**src/bbrc_pkg.sv**
```systemverilog
// shared constants, carriers and decode functions for the rate and irq-pin config bank
`default_nettype none
package bbrc_pkg;

    // register offsets and reset values
    localparam logic [7:0] ADDR_RATE = 8'h04;
    localparam logic [7:0] ADDR_PIN = 8'h05;
    localparam logic [2:0] RATE_RESET = 3'h0;
    localparam logic [1:0] PIN_RESET = 2'h1;

    // field positions and widths
    localparam int CW_BIT = 2;
    localparam int DR_BIT = 1;
    localparam int SR_BIT = 0;
    localparam int RATE_W = 3;
    localparam int PIN_W = 2;
    localparam int REG_W = 8;
    localparam int HALF_W = 32;
    localparam int CODE_W = 64;

    // rate field patterns that the host must never write
    localparam logic [2:0] BAD_001 = 3'h1;
    localparam logic [2:0] BAD_010 = 3'h2;
    localparam logic [2:0] BAD_011 = 3'h3;
    localparam logic [2:0] BAD_111 = 3'h7;

    // irq pin drive methods
    localparam logic [1:0] PIN_OPEN_SOURCE = 2'h3;
    localparam logic [1:0] PIN_OPEN_DRAIN = 2'h2;
    localparam logic [1:0] PIN_CMOS = 2'h1;
    localparam logic [1:0] PIN_CMOS_INV = 2'h0;

    // decoded figures
    localparam logic [1:0] BITS_NORMAL = 2'h1;
    localparam logic [1:0] BITS_DOUBLE = 2'h2;
    localparam logic [3:0] OVS_6X = 4'h6;
    localparam logic [3:0] OVS_12X = 4'hC;

    // raw throughput class: 64-chip, 32 kbit/s, 62.5 kbit/s
    typedef enum logic [1:0] {RATE_64CHIP, RATE_32K, RATE_62K5} bbrc_rate_kind_type;

    typedef struct packed {
        logic [7:0] addr;
        logic [7:0] wdata;
        logic wr;
        logic rd;
    } bbrc_req_type;

    typedef struct packed {
        logic code_is_32;
        logic double_rate;
        logic [1:0] bits_per_code;
        logic [3:0] samples_per_chip;
        logic dual_code_en;
        bbrc_rate_kind_type rate_kind;
    } bbrc_cfg_type;

    localparam bbrc_cfg_type CFG_RESET = '{code_is_32: 1'h0, double_rate: 1'h0,
        bits_per_code: BITS_NORMAL, samples_per_chip: OVS_6X, dual_code_en: 1'h0,
        rate_kind: RATE_64CHIP};

    typedef struct packed {
        logic [2:0] rate_field;
        logic [1:0] pin_sel;
        logic [7:0] rdata;
        logic rvalid;
        bbrc_cfg_type cfg;
        logic [31:0] code_a;
        logic [31:0] code_b;
        logic invalid;
    } bbrc_state_type;

    typedef struct packed {
        logic out;
        logic oe_n;
    } bbrc_pin_type;

    // rate field to effective mode; ignored bits are masked here
    function automatic bbrc_cfg_type decode(input logic [2:0] f);
        bbrc_cfg_type c;
        c.code_is_32 = f[CW_BIT]; // see RULE1
        c.double_rate = f[CW_BIT] & f[DR_BIT]; // see RULE3
        c.bits_per_code = c.double_rate ? BITS_DOUBLE : BITS_NORMAL; // see RULE2
        c.samples_per_chip = (f[CW_BIT] & ~f[DR_BIT] & f[SR_BIT]) ? OVS_12X : OVS_6X; // see RULE7
        c.dual_code_en = f[CW_BIT] & ~f[DR_BIT]; // see RULE6 see RULE8
        if (!f[CW_BIT]) begin
            c.rate_kind = RATE_64CHIP;
        end else if (f[DR_BIT]) begin
            c.rate_kind = RATE_62K5; // see RULE5
        end else begin
            c.rate_kind = RATE_32K;
        end
        return c;
    endfunction : decode

    function automatic logic is_invalid(input logic [2:0] f);
        return (f == BAD_001) || (f == BAD_010) || (f == BAD_011) || (f == BAD_111);
    endfunction : is_invalid

endpackage : bbrc_pkg
`default_nettype wire

```
**src/bbrc_irq_pin.sv**
```systemverilog
// irq pin driver: maps the pending level onto the selected drive method
`timescale 1ns/1ns
`default_nettype none
module bbrc_irq_pin (
    // clock and reset
    input wire logic clk,
    input wire logic rst_n,
    // control
    input wire logic [1:0] pin_sel,
    input wire logic irq_pending,
    // pin, enable low while driving
    output logic irq_out,
    output logic irq_oe_n
);

    bbrc_pkg::bbrc_pin_type state_reg;
    bbrc_pkg::bbrc_pin_type state_next;

    // drive method decode; pending already folds in the enables upstream
    always_comb begin
        state_next = state_reg;
        case (pin_sel)
            bbrc_pkg::PIN_OPEN_SOURCE: begin // see RULE11
                state_next.out = 1'h1;
                state_next.oe_n = ~irq_pending; // see RULE15
            end
            bbrc_pkg::PIN_OPEN_DRAIN: begin // see RULE11
                state_next.out = 1'h0;
                state_next.oe_n = ~irq_pending;
            end
            bbrc_pkg::PIN_CMOS: begin // see RULE12
                state_next.out = irq_pending;
                state_next.oe_n = 1'h0;
            end
            default: begin // see RULE12
                state_next.out = ~irq_pending;
                state_next.oe_n = 1'h0;
            end
        endcase
    end

    // reset gives cmos, deasserted, matching the pin register default
    always_ff @(posedge clk or negedge rst_n) begin
        if (!rst_n) begin
            state_reg <= '{out: 1'h0, oe_n: 1'h0};
        end else begin
            state_reg <= state_next;
        end
    end

    assign irq_out = state_reg.out;
    assign irq_oe_n = state_reg.oe_n;

    property p_open_source;
        @(posedge clk) disable iff (!rst_n)
        $past(pin_sel) == bbrc_pkg::PIN_OPEN_SOURCE |->
            (irq_oe_n == !$past(irq_pending)) && irq_out;
    endproperty
    a_open_source: assert property (p_open_source) // see RULE11
        else $error("open source drive wrong");

    property p_open_drain;
        @(posedge clk) disable iff (!rst_n)
        $past(pin_sel) == bbrc_pkg::PIN_OPEN_DRAIN |->
            (irq_oe_n == !$past(irq_pending)) && !irq_out;
    endproperty
    a_open_drain: assert property (p_open_drain) // see RULE11
        else $error("open drain drive wrong");

    property p_cmos;
        @(posedge clk) disable iff (!rst_n)
        $past(pin_sel) == bbrc_pkg::PIN_CMOS |-> !irq_oe_n && irq_out == $past(irq_pending);
    endproperty
    a_cmos: assert property (p_cmos) // see RULE12
        else $error("cmos drive wrong");

    property p_cmos_inv;
        @(posedge clk) disable iff (!rst_n)
        $past(pin_sel) == bbrc_pkg::PIN_CMOS_INV |->
            !irq_oe_n && irq_out != $past(irq_pending);
    endproperty
    a_cmos_inv: assert property (p_cmos_inv) // see RULE12
        else $error("inverted cmos drive wrong");

endmodule : bbrc_irq_pin
`default_nettype wire

```
**src/bbrc_config.sv**
```systemverilog
// rate control and irq pin config registers with decoded baseband settings
// Notes on behaviour
// RULE1: code width bit one selects 32 chips
// RULE2: double rate gives two bits per code
// RULE3: double rate only honoured in 32-chip mode
// RULE4: double rate splits 64-chip code into halves
// RULE5: throughput 62.5k double, 32k normal, 32-chip
// RULE6: normal 32-chip rate allows two correlation codes
// RULE7: sample bit one means twelve-times oversampling
// RULE8: sample bit ignored unless 32-chip normal rate
// RULE9: host never writes rate patterns 001,010,011,111
// RULE10: host writes zero into reserved upper bits
// RULE11: select 11 open source, 10 open drain
// RULE12: select 01 cmos, 00 inverted cmos
// RULE13: 32-chip width enables half, rate, sample fields
// RULE14: half select picks upper or lower 32 chips
// RULE15: pin asserted while enabled interrupt is pending
`timescale 1ns/1ns
`default_nettype none
module bbrc_config (
    // clock and reset
    input wire logic clk,
    input wire logic rst_n,
    // register access from the serial interface engine
    input wire bbrc_pkg::bbrc_req_type reg_req,
    output logic [7:0] reg_rdata,
    output logic reg_rvalid,
    // code register contents and half select from the tx/rx control register
    input wire logic [63:0] pn_code,
    input wire logic code_half_select,
    // interrupt level from the interrupt sources, already masked
    input wire logic irq_pending,
    // decoded settings towards the baseband
    output bbrc_pkg::bbrc_cfg_type cfg,
    output logic [31:0] code_a,
    output logic [31:0] code_b,
    output logic cfg_invalid,
    // irq pin, enable low while driving
    output logic irq_out,
    output logic irq_oe_n
);

    bbrc_pkg::bbrc_state_type state_reg;
    bbrc_pkg::bbrc_state_type state_next;
    logic [31:0] pn_lo;
    logic [31:0] pn_hi;

    // code halves as the correlators see them
    assign pn_lo = pn_code[bbrc_pkg::HALF_W-1:0];
    assign pn_hi = pn_code[bbrc_pkg::CODE_W-1:bbrc_pkg::HALF_W];

    // register access, decode and code lane steering
    always_comb begin
        state_next = state_reg;
        state_next.rvalid = 1'h0;
        // only implemented bits are stored, so reserved bits read back zero
        if (reg_req.wr) begin
            case (reg_req.addr)
                bbrc_pkg::ADDR_RATE: begin
                    state_next.rate_field = reg_req.wdata[bbrc_pkg::RATE_W-1:0]; // see RULE10
                end
                bbrc_pkg::ADDR_PIN: begin
                    state_next.pin_sel = reg_req.wdata[bbrc_pkg::PIN_W-1:0]; // see RULE10
                end
                default: begin
                end
            endcase
        end
        // a read in the same cycle as a write returns the old value
        if (reg_req.rd) begin
            state_next.rvalid = 1'h1;
            case (reg_req.addr)
                bbrc_pkg::ADDR_RATE: begin
                    state_next.rdata = bbrc_pkg::REG_W'(state_reg.rate_field);
                end
                bbrc_pkg::ADDR_PIN: begin
                    state_next.rdata = bbrc_pkg::REG_W'(state_reg.pin_sel);
                end
                default: begin
                    state_next.rdata = 8'h00;
                end
            endcase
        end
        // decode follows the new field so cfg changes together with it
        state_next.cfg = bbrc_pkg::decode(state_next.rate_field); // see RULE1 see RULE13
        // a bad pattern is still stored; the flag lets firmware notice it
        state_next.invalid = bbrc_pkg::is_invalid(state_next.rate_field); // see RULE9
        if (!state_next.cfg.code_is_32 || state_next.cfg.double_rate) begin
            // 64-chip or double rate: low half on lane a, high half on lane b
            state_next.code_a = pn_lo; // see RULE4
            state_next.code_b = pn_hi;
        end else if (code_half_select) begin
            // normal 32-chip: selected half first, the other as second code
            state_next.code_a = pn_hi; // see RULE14 see RULE6
            state_next.code_b = pn_lo;
        end else begin
            state_next.code_a = pn_lo; // see RULE14
            state_next.code_b = pn_hi;
        end
    end

    // one register for all state; reset loads the documented defaults
    always_ff @(posedge clk or negedge rst_n) begin
        if (!rst_n) begin
            state_reg <= '0;
            state_reg.rate_field <= bbrc_pkg::RATE_RESET;
            state_reg.pin_sel <= bbrc_pkg::PIN_RESET;
            state_reg.cfg <= bbrc_pkg::CFG_RESET;
        end else begin
            state_reg <= state_next;
        end
    end

    assign reg_rdata = state_reg.rdata;
    assign reg_rvalid = state_reg.rvalid;
    assign cfg = state_reg.cfg;
    assign code_a = state_reg.code_a;
    assign code_b = state_reg.code_b;
    assign cfg_invalid = state_reg.invalid;

    // pin driver keeps its own flip-flops so the pin outputs stay registered
    bbrc_irq_pin u_irq_pin (
        .clk(clk),
        .rst_n(rst_n),
        .pin_sel(state_reg.pin_sel),
        .irq_pending(irq_pending), // see RULE15
        .irq_out(irq_out),
        .irq_oe_n(irq_oe_n)
    );

    // decode checks: registered settings against the stored rate field, bits per code against double_rate
    property p_code_width;
        @(posedge clk) disable iff (!rst_n)
        cfg.code_is_32 == state_reg.rate_field[bbrc_pkg::CW_BIT];
    endproperty
    a_code_width: assert property (p_code_width) // see RULE1
        else $error("code width decode wrong");

    property p_bits_per_code;
        @(posedge clk) disable iff (!rst_n)
        cfg.bits_per_code == (cfg.double_rate ? 2'h2 : 2'h1);
    endproperty
    a_bits_per_code: assert property (p_bits_per_code) // see RULE2
        else $error("bits per code wrong");

    property p_ddr_only_32;
        @(posedge clk) disable iff (!rst_n)
        cfg.double_rate == (state_reg.rate_field[bbrc_pkg::CW_BIT]
            && state_reg.rate_field[bbrc_pkg::DR_BIT]);
    endproperty
    a_ddr_only_32: assert property (p_ddr_only_32) // see RULE3
        else $error("double rate honoured outside 32-chip mode");

    // lane checks: lanes lag the code inputs by one edge, cfg does not
    property p_ddr_split;
        @(posedge clk) disable iff (!rst_n)
        cfg.double_rate && $past(cfg.double_rate) |->
            code_a == $past(pn_lo) && code_b == $past(pn_hi);
    endproperty
    a_ddr_split: assert property (p_ddr_split) // see RULE4
        else $error("double rate code halves wrong");

    property p_rate_kind;
        @(posedge clk) disable iff (!rst_n)
        cfg.code_is_32 |->
            cfg.rate_kind == (cfg.double_rate ? bbrc_pkg::RATE_62K5 : bbrc_pkg::RATE_32K);
    endproperty
    a_rate_kind: assert property (p_rate_kind) // see RULE5
        else $error("throughput class wrong");

    property p_dual_code;
        @(posedge clk) disable iff (!rst_n)
        cfg.dual_code_en == (cfg.code_is_32 && !cfg.double_rate);
    endproperty
    a_dual_code: assert property (p_dual_code) // see RULE6
        else $error("dual code enable wrong");

    property p_oversample;
        @(posedge clk) disable iff (!rst_n)
        (cfg.samples_per_chip == 4'hC) == (cfg.dual_code_en
            && state_reg.rate_field[bbrc_pkg::SR_BIT]);
    endproperty
    a_oversample: assert property (p_oversample) // see RULE7 see RULE8
        else $error("oversampling decode wrong");

    property p_half_select;
        @(posedge clk) disable iff (!rst_n)
        cfg.dual_code_en && $past(cfg.dual_code_en) && $past(code_half_select) |->
            code_a == $past(pn_hi);
    endproperty
    a_half_select: assert property (p_half_select) // see RULE14
        else $error("upper half not selected");

    property p_half_lower;
        @(posedge clk) disable iff (!rst_n)
        cfg.dual_code_en && !$past(code_half_select) |->
            code_a == $past(pn_lo) && code_b == $past(pn_hi);
    endproperty
    a_half_lower: assert property (p_half_lower) // see RULE14
        else $error("lower half not selected");

    property p_second_code;
        @(posedge clk) disable iff (!rst_n)
        cfg.dual_code_en && $past(code_half_select) |->
            code_b == $past(pn_lo);
    endproperty
    a_second_code: assert property (p_second_code) // see RULE6
        else $error("second correlation code wrong");

    property p_invalid_flag;
        @(posedge clk) disable iff (!rst_n)
        cfg_invalid == (state_reg.rate_field inside {3'h1, 3'h2, 3'h3, 3'h7});
    endproperty
    a_invalid_flag: assert property (p_invalid_flag) // see RULE9
        else $error("invalid pattern flag wrong");

    property p_reserved_zero;
        @(posedge clk) disable iff (!rst_n)
        reg_req.rd && reg_req.addr == bbrc_pkg::ADDR_RATE |=>
            reg_rvalid && reg_rdata == {5'h00, $past(state_reg.rate_field)};
    endproperty
    a_reserved_zero: assert property (p_reserved_zero) // see RULE10
        else $error("rate readback wrong");

endmodule : bbrc_config
`default_nettype wire

```
**config.mk**
```make
export PLATFORM = sky130hd
export DESIGN_NAME = bbrc_config
export DESIGN_NICKNAME = d
export VERILOG_FILES = /design/src/bbrc_pkg.sv /design/src/bbrc_irq_pin.sv /design/src/bbrc_config.sv
export SDC_FILE = /design/constraint.sdc
export NUM_CORES = 1
export LEC_CHECK = 0
export BUFFER_PORTS_ARGS = -buffer_cell sky130_fd_sc_hd__buf_2
export CORE_UTILIZATION = 40
export CTS_CLUSTER_SIZE = 10
export DETAILED_ROUTE_END_ITERATION = 12
export PLACE_DENSITY = 0.69
export SYNTH_ARGS = -nofsm -noshare
export SYNTH_HDL_FRONTEND = slang
export SYNTH_SLANG_ARGS = --single-unit
```
**constraint.sdc**
```tcl
create_clock -name clk -period 2.4 [get_ports clk]
set_clock_uncertainty 0.15 [all_clocks]
set_input_delay 0.48 -clock clk [delete_from_list [all_inputs] [get_ports clk]]
set_output_delay 0.48 -clock clk [all_outputs]
set_load 0.03 [all_outputs]
```
=== Word-level counts from Yosys, hierarchy flattened ===
Index checks and enable logic that the tools add are counted.

* Input bits: 86
* Flip-flop bits (word level): 87
* Word-level logic and storage cells: 47
* Output and inout bits: 87

* Reductions and logical operators: 6
* Bitwise operators: 5
* Equality and inequality tests: 9
* Mux-type cells: 12

{| class="wikitable"
|+ Operator list
! operator !! number
|-
| $mux 64 || 2
|-
| $eq 8x3->1 const B || 2
|-
| $mux 2 || 4
|-
| $eq 3x2->1 const B || 2
|-
| $pmux 2 s3 || 1
|-
| $pmux 3 s2 || 1
|-
| $mux 5 || 1
|-
| $eq 2x2->1 const B || 2
|-
| $logic_or 1x1->1 || 4
|-
| $mux 4 || 1
|-
| $and 1x1->1 || 3
|-
| $eq 3x1->1 const B || 1
|-
| $eq 3x3->1 const B || 1
|-
| $mux 3 || 1
|-
| $eq 2x1->1 const B || 1
|-
| $not 1->1 || 2
|-
| $reduce_and 2->1 || 1
|-
| $logic_not 1->1 || 1
|-
| $mux 1 || 1
|}

=== Longest topological paths before layout ===
Gate-level depths: netlist (run 1).

* Word-level depth: 7
* Depth in mapped cells: 5
* Depth with buffers taken out: 4

=== By module ===
From an unflattened synthesis (run 1), not the netlist that was laid out.

* Cell total of the unflattened synthesis: 280
* Area total of the unflattened synthesis: 4,010.1 um^2

{| class="wikitable"
|+ By module, submodules not included
! module !! sequential area each (um^2) !! area an instance (um^2) !! cells an instance !! instances
|-
| bbrc_config || 1,980.6 || 3,941.3 || 275 || 1
|-
| bbrc_irq_pin || 50.0 || 68.8 || 5 || 1
|}

=== Worst setup path after synthesis (run 1) ===
OpenSTA, ideal clock, no wires.

* Kind: input-to-reg
* Start point: in reg_req[13] (netlist bit)
* End point: reg state_reg, in the netlist code_a[0]
* Setup time: 0.128 ns
* Path buffers: 1
* Data required time: 2.122 ns
* Arrival time: 2.459 ns
* Slack: -0.336 ns
* Stages on the path: 5
* Cells stage by stage: or4b_4 > nor3_4 > mux2i_1 > buf_2 > mux2_1

{| class="wikitable"
|+ RTL lines
! what !! RTL line !! text
|-
| from (decl) || bbrc_config.sv:25 || <nowiki>input wire bbrc_pkg::bbrc_req_type reg_req,</nowiki>
|-
| to (signal assigned) || bbrc_config.sv:110 || <nowiki>state_reg <= state_next;</nowiki>
|-
| to (decl) || bbrc_config.sv:43 || <nowiki>bbrc_pkg::bbrc_state_type state_reg;</nowiki>
|}

==> qor.yml, run 1 <==
run_status: "finished, violations left"
violations: "DRC"
stdcell_count: 486
vias: 2259
syn_inst: 282
grt_usage_pct: 13.6
criticalPathCategory: "input pin to flop"
power.leakage_uw: 0.00211
required_ps: 2470
synth_edf_count: 0
cts_buffers: 9
cts_sinks: 81
p_switching_uw: 884
wl_per_cell_um: 13.0
grt_max_degree: 50
power_frac_seq_pct: 50.0
n_antenna_cell: 0
pwr-share-comb_pct: 20.8
die_h_um: 98.5
io-pin-count: 173
initial_core_util_pct: 42.1
ir_drop_mv: 0.228
grt_pass1_wl_mm: 10.3
rsz0062_at_grt: "no"
die_area_mm2: 0.00969
area_delta_synth_final_pct: 15.3
r2r_start: "state_reg[88]$_DFF_PN0_"
nNetsFinal: 459
fp.dieW_um: 98.5
ant_nets: 0
worst_setup_path_end_kind: "flop"
drive_gt1_share_pct: 51.3
cts_tree: "done"
startpoint_type: "input pin"
drv_cap: 0
min_path_type: "input pin to flop"
synth_top_area_share_pct: 52.5
antenna_found_initial: 0
ff2ff_setup_slack_ps: 560
fillers: 805
syn_area_per_cell_um2: 13.2
num_rows: 34
setup.worst_path.start: "reg_req[13]"
ys_types: 29
switching_share_pct: 29.7
grt_pass1_vias: 2358
h-tree-depth: 3
root_buffer: "clkbuf_8"
viasPerCell: 4.65
crit_chain: "buf_2 > or4b_4 > nor3_4 > mux2i_4 > buf_12 > mux2_2"
p_int_uw: 2090
arrival_ps: 2390
drc: 13
hpwlAfterDp_mm: 4.63
async_flop_share_pct: 100
slowest_delay_ps: 550
hp-start: "reg_req[0]"
clk-insertion-delay-late_ps: 330
yosysSeqAreaShare_pct: 54.6
port_buffers: 160
clockBufferDepth: 2
wirelength_mm: 6.30
maxClockFrequency_mhz: 430
gp_congestion: 0.709
grt-ovfl-total: 0
crit_slowest_cell: "or4b_4"
fin_crit_ps: 2320
synth_ff_type: "dfrtp_1"
hold_viol_final: 0
maxSlewViolCount: 0
power.density_mw_per_mm2: 693
ys_ff_latch: 81
cts.clk_slew.worst_paths_ps: 80
path_max_fanout: 38
core_mm2: 0.00885
hold_slack_ps: 159
fin_util_pct: 48.5
clockPowerShare_pct: 29.3
netlist_top_cells_area: "dfrtp_1, mux2_1, buf_4, mux2_2, dfstp_2"
yosys_warnings: 0
netlist.top_cell.by_area: "dfrtp_1"
syn_area_mm2: 0.00372
drtIter0Drc: 23
dr.pass1.iters: 9
dp.cells: 469
finalCritPeriodShare_pct: 96.8
setup_viol: 0
layout make-up:
cell class,count,area (µm²),area share (%)
multi-input cells,111,1050,24.4
clock buffers,12,145,3.38
inverters,4,15.0,0.350
repair buffers,166,888,20.7
well taps,108,135,3.15
clock inverters,4,28.8,0.671
flip-flops and latches,81,2030,47.3
placed cells by master, fill, tap and decap left out, types with 3 or more instances in the layout:
cell	n
buf_2	159
dfrtp_1	78
mux2_1	60
clkbuf_8	10
mux2_2	8
nand2_1	7
conb_1	7
inv_1	4
nor2_1	3
dfstp_2	3
buf_4	3
buf_12	3
worst paths after layout:
kind / end / cells past startpoint
max: code_b[2]$_DFF_PN0_ / 6
min: reg_rvalid$_DFF_PN0_ / 1
max reg2reg: code_b[2]$_DFF_PN0_ / 4
min reg2reg: reg_rdata[0]$_DFFE_PN0P_ / 2
max in group asynchronous: cfg[7]$_DFF_PN1_ / 3
min in group asynchronous: code_b[8]$_DFF_PN0_ / 2
stage by stage:
stage          TNS (ps)  total power (µW)  area, µm²  setup slack (ps)
3_5_place_dp     -15800              2140       4110              -297
6_report              0              2970       4290              76.9
3_3_place_gp     -13820              2120       4110              -252
5_1_grt               0              3130       4290              8.96
2_1_floorplan     -9150              2040       3770              -153
4_1_cts               0              3030       4290              72.8
worst max-delay path: cells and delay by family:
family	cells	cell delay, ps
mux	2	710
simple gates	2	820
buf+inv	2	350
logic make-up after synthesis:
family	share of synthesized area [%]
AOI/OAI and AO/OA	2.19
xor gates and xnor gates	0.235
buffers and inverters	18.2
DFF	54.6
muxes	21.4
other	0.202
and+or+nand+nor	3.26
power groups by stage:
stage	logic [µW]	clock network [µW]	registers [µW]
after floorplan	525	0	1520
after global placement	611	0	1510
after detailed placement	624	0	1510
after CTS	628	919	1490
after global routing	665	971	1500
final	617	870	1490
Yosys cell counts, drive strengths merged (2+ instances only):
| library cell | instances |
|---|---|
| buf | 89 |
| clkbuf | 2 |
| conb | 2 |
| dfrtp | 78 |
| dfstp | 3 |
| inv | 4 |
| mux2 | 68 |
| mux2i | 3 |
| nand2 | 7 |
| nand3 | 2 |
| nand3b | 2 |
| nor2 | 3 |
| nor2b | 2 |
| o21ai | 2 |
| o22ai | 2 |
| o31ai | 2 |
| or4b | 2 |
layer usage:
layer	wire length, µm	GRT usage, %	vias up	share of wire (%)
li1	-	-	1037	-
met4	138	6.89	0	2.2
met2	3170	24.5	109	50
met3	529	4.26	12	8.4
met5	0	0	-	0
met1	2460	14.4	1101	39
timing repair:
action | in CTS | in global routing
setup buffers | 0 | 0
hold buffers | 1 | 0
hold endpoints to repair | 32 | 0
gates resized for setup | 0 | 0
No activity file was read; power rests on OpenSTA's default activity.
==> run 2, diff against run 1 <==
clock period = 2.87 ns   (was 2.4 ns; I/O delays follow)
==> run 2 against run 1 <==
The flow still finishes with violations (DRC). Die area unchanged. Total power fell by 11%. Combinational power is 17% lower. Hold slack better by 75 ps. Wire length is 0.46% higher. Sequential share of layout area shrank 0.083 points. Clock power grew 2%. Sequential power decreased by 16%. Cell area up 0.18%. Largest cell class unchanged. Flip-flop and latch count unchanged. First-iteration DRC count rose by 100%. Global-route usage is 0.35 points higher.
==> qor.yml, run 2 (synthesis results as in run 1) <==
run_status: "finished, violations left"
violations: "DRC"
cts_buffers: 9  # unchanged
drv_cap: 0  # unchanged
core_mm2: 0.00885  # unchanged
clockBufferDepth: 2  # unchanged
timing.setup.tns_ps: 0  # unchanged
postCtsHoldBufs: 0  # -1
drc: 10  # -3
port_buffers: 160  # unchanged
fp.dieW_um: 98.5  # unchanged
final.setup.worst_slack_ps: 474  # +397 ps
r2r_start: "state_reg[88]$_DFF_PN0_"
grt_usage_pct: 14.0  # +0.35 points
post_cts_buffers: 0  # unchanged
startpoint_type: "input pin"
maxClockFrequency_mhz: 417
fin_util_pct: 48.6  # +0.085 points
cts_tree: "done"
power.density_mw_per_mm2: 615  # -11%
grt_pass1_vias: 2285  # -3.1%
drtIter0Drc: 46  # +100%
io-pin-count: 173  # unchanged
hold_viol_final: 0  # unchanged
area_delta_synth_final_pct: 15.5
power.leakage_uw: 0.00211  # +0.16%
grt_pass1_wl_mm: 10.5  # +1.4%
h-tree-depth: 3  # unchanged
setup_viol: 0  # unchanged
grt-ovfl-total: 0  # unchanged
die_area_mm2: 0.00969  # unchanged
rsz0062_at_grt: "no"
mostFrequentLayoutCells: "buf_2, dfrtp_1, mux2_1, clkbuf_8, mux2_2"
nNetsFinal: 457  # -0.44%
vias: 2216  # -1.9%
clk-insertion-delay-late_ps: 340  # about the same
num_rows: 34  # unchanged
arrival_ps: 2460  # +70 ps
gp_congestion: 0.762  # +7.5%
wirelength_mm: 6.32  # +0.46%
root_buffer: "clkbuf_8"
worst_setup_path_end_kind: "flop"
hold_slack_ps: 234  # +74.8 ps
ant_nets: 0  # unchanged
antenna_found_initial: 0  # unchanged
maxSlewViolCount: 0  # unchanged
ctsResizeCount: 0  # unchanged
dr.pass1.iters: 9  # unchanged
place_ws_ps: 86.5  # +383 ps
fin_crit_ps: 2400
n_antenna_cell: 0  # unchanged
layout_commonest_cell: "buf_2"
slew_headroom_pct: 33.1
die_h_um: 98.5  # unchanged
min_path_type: "input pin to flop"
criticalPathCategory: "input pin to flop"
viasPerCell: 4.58  # -1.5%
initial_core_util_pct: 42.1  # unchanged
ir_drop_mv: 0.243  # +6.7%
path_max_fanout: 32  # -16%
cts_sinks: 81  # unchanged
cts.clk_slew.worst_paths_ps: 80  # about the same
required_ps: 2930  # +460 ps
hp-start: "irq_pending"
drive_gt1_share_pct: 51.3  # about the same
wl_per_cell_um: 13.1  # +0.88%
tightestPinTransition_ps: 1000
hpwlAfterDp_mm: 4.64  # +0.25%
finalCritPeriodShare_pct: 83.5
grt_max_degree: 82  # +64%
setup.worst_path.start: "reg_req[13]"
## run 2: cell count changes in the layout (fill, tap and decap cells not counted), sizes merged
| cell | delta |
|---|---|
| clkbuf | -1 |
| buf | -1 |
| dlygate4sd3 | -1 |
| clkinv | -1 |
| bufinv | +2 |
## run 2: final timing paths
kind	cells after the start	slack [ps]	endpoint
min reg2reg	2	400	reg_rdata[0]$_DFFE_PN0P_
max	6	470	code_a[11]$_DFF_PN0_
min in group asynchronous	1	240	code_b[23]$_DFF_PN0_
min	2	230	u_irq_pin.irq_oe_n$_DFF_PN0_
max in group asynchronous	1	1670	code_a[8]$_DFF_PN0_
max reg2reg	4	1000	code_a[11]$_DFF_PN0_
## run 2: layer usage
layer | routed length, µm | track usage, %
met5 | 0 | 0
met4 | 100 | 7.58
met3 | 580 | 5.46
met2 | 3210 | 23.7
met1 | 2430 | 15.1
## run 2: report_power, final
| part | total (µW) | switching (µW) | internal, µW |
|---|---|---|---|
| sequential | 1250 | 24.0 | 1220 |
| clock | 888 | 398 | 489 |
| combinational | 512 | 327 | 184 |
| total | 2640 | 749 | 1890 |
## run 2: layout make-up
cell class	instances	area, µm²
multi-input cells	111	1050
clock buffers	11	131
repair buffers	164	858
well taps	108	135
flip-flops and latches	81	2030
fillers	811	4550
clock inverters	5	80.1
inverters	4	15.0
## run 2: critical path, stage by stage
cell,delay (ps)
buf_2,100
or4b_4,550
nor3_4,250
mux2i_4,370
buf_12,240
mux2_1,360
## run 2: stage by stage
stage          cell area (µm²)  total power [µW]  instances
2_1_floorplan             3740              1700        287
3_3_place_gp              4090              1770        468
3_5_place_dp              4090              1790        468
4_1_cts                   4300              2690        484
5_1_grt                   4300              2780        484
6_report                  4300              2640        484
==> run 3, diff against run 2 <==
clock period = 2.3 ns   (was 2.87 ns; I/O delays follow)
==> run 3 against run 2 <==
The flow still finishes with violations (DRC). Die area stayed put. Global-route usage is 0.46 points lower. Non-clock buffer count increased by 2. Flip-flop and latch count did not move. Via count is 0.95% higher. First-iteration DRC count grew 6.5%. Hold slack lost 100 ps. Total power is 17% higher. Critical endpoint is now code_b[2]$_DFF_PN0_. Largest cell class unchanged.
==> qor.yml, run 3 (synthesis results as in run 1) <==
gp_congestion: 0.708  # -7.1%
hold_end: "reg_rvalid$_DFF_PN0_"
path_max_fanout: 30  # -6.3%
die_h_um: 98.5  # unchanged
drc: 13  # +3
grt_pass1_vias: 2251  # -1.5%
crit_family: "simple AND/OR/NAND/NOR gates"
fin_crit_ps: 2250
setup_viol: 0  # unchanged
startpoint_type: "input pin"
initial_core_util_pct: 42.1  # unchanged
slowest_delay_ps: 550  # about the same
ff2ff_setup_slack_ps: 500  # -500 ps
wirelength_mm: 6.07  # -4.0%
viasPerCell: 4.60  # +0.53%
hold_viol_final: 0  # unchanged
finalPower_uw: 3100  # +17%
nNetsFinal: 459  # +0.44%
cts.clk_slew.worst_paths_ps: 80  # about the same
layout_commonest_cell: "buf_2"
n_antenna_cell: 0  # unchanged
ir_drop_mv: 0.291  # +20%
core_mm2: 0.00885  # unchanged
drive_gt1_share_pct: 51.3  # about the same
maxSlewViolCount: 0  # unchanged
rsz0062_at_grt: "no"
min_path_type: "input pin to flop"
vias: 2237  # +0.95%
dr.pass1.iters: 11  # +2
grt-ovfl-total: 0  # unchanged
cts_sinks: 81  # unchanged
r2r_start: "state_reg[88]$_DFF_PN0_"
criticalPathCategory: "input pin to flop"
antenna_found_initial: 0  # unchanged
wl_per_cell_um: 12.5  # -4.4%
fin_util_pct: 48.5  # -0.085 points
root_buffer: "clkbuf_8"
r2r_cells: 4  # unchanged
io-pin-count: 173  # unchanged
whs_path_depth: 1  # -1
grt_usage_pct: 13.5  # -0.46 points
worst_setup_path_end_kind: "flop"
cts_buffers: 9  # unchanged
clk-insertion-delay-late_ps: 340  # about the same
crit_chain: "buf_2 > or4b_4 > nor3_4 > mux2i_4 > buf_12 > mux2_2"
h-tree-depth: 3  # unchanged
arrival_ps: 2330  # -130 ps
clockBufferDepth: 2  # unchanged
violations: "DRC"
worst-path-buf-inv: 2  # unchanged
crit_slowest_cell: "or4b_4"
grt_pass1_wl_mm: 10.1  # -3.4%
finalCritPeriodShare_pct: 98.0
power.leakage_uw: 0.00211  # -0.16%
required_ps: 2380  # -550 ps
hp-start: "reg_req[0]"
drtIter0Drc: 49  # +6.5%
power.density_mw_per_mm2: 723  # +18%
fp.dieW_um: 98.5  # unchanged
run_status: "finished, violations left"
mostFrequentLayoutCells: "buf_2, dfrtp_1, mux2_1, clkbuf_8, mux2_2"
die_area_mm2: 0.00969  # unchanged
cts_tree: "done"
ctsResizeCount: 0  # unchanged
grt_max_degree: 47  # -43%
num_rows: 34  # unchanged
port_buffers: 160  # unchanged
drv_cap: 0  # unchanged
maxClockFrequency_mhz: 444
ant_nets: 0  # unchanged
hold_slack_ps: 130  # -104 ps
area_delta_synth_final_pct: 15.3
rr_endpoint: "code_b[2]$_DFF_PN0_"
hpwlAfterDp_mm: 4.51  # -2.7%
run 3: changes by cell type in the layout (fill, tap and decap cells not counted), sizes merged:
cell         change
bufinv           -2
buf              +1
dlygate4sd3      +1
clkbuf           +1
clkinv           +1
run 3: metal layers:
metal  global-route usage (%)  wire length, µm
met1                     14.9             2350
met2                     22.9             3010
met3                     5.11              588
met4                     6.89              132
met5                        0                0
run 3: what timing repair did:
action / CTS / global route
hold endpoints to repair: 35 / 0
setup buffers: 0 / 0
hold buffers: 1 / 0
run 3: how the worst max path moves through the flow:
stage,start,to,slack [ps],depth (start not counted)
CTS,reg_req[13],code_b[14]$_DFF_PN0_,40,6
finish,reg_req[13],code_b[2]$_DFF_PN0_,50,6
global route,reg_req[13],code_a[7]$_DFF_PN0_,4,6
floorplan,reg_req[13],code_a[0]$_DFF_PN0_,-230,5
detailed placement,reg_req[13],code_b[14]$_DFF_PN0_,-330,6
global placement,reg_req[13],code_a[13]$_DFF_PN0_,-310,6
run 3: stage by stage:
| stage | setup TNS (ps) | instances | setup slack, ps | cell area, µm² |
|---|---|---|---|---|
| floorplan | -14140 | 287 | -233 | 3770 |
| global placement | -18420 | 469 | -310 | 4110 |
| detailed placement | -19740 | 469 | -325 | 4110 |
| CTS | 0 | 486 | 44.2 | 4290 |
| global route | 0 | 486 | 3.76 | 4290 |
| finish | 0 | 486 | 45.3 | 4290 |
run 3: cell type report:
type	count	area, µm²
Timing Repair Buffer	166	888
Tap cell	108	135
Multi-Input combinational cell	111	1050
Clock buffer	12	145
Fill cell	812	4560
Sequential cell	81	2030
Clock inverter	4	28.8
Inverter	4	15.0
run 3: where the power goes:
part	internal (µW)	switching, µW	total [µW]
logic	234	407	640
clock network	422	489	911
registers	1520	27.5	1550
total	2180	923	3100
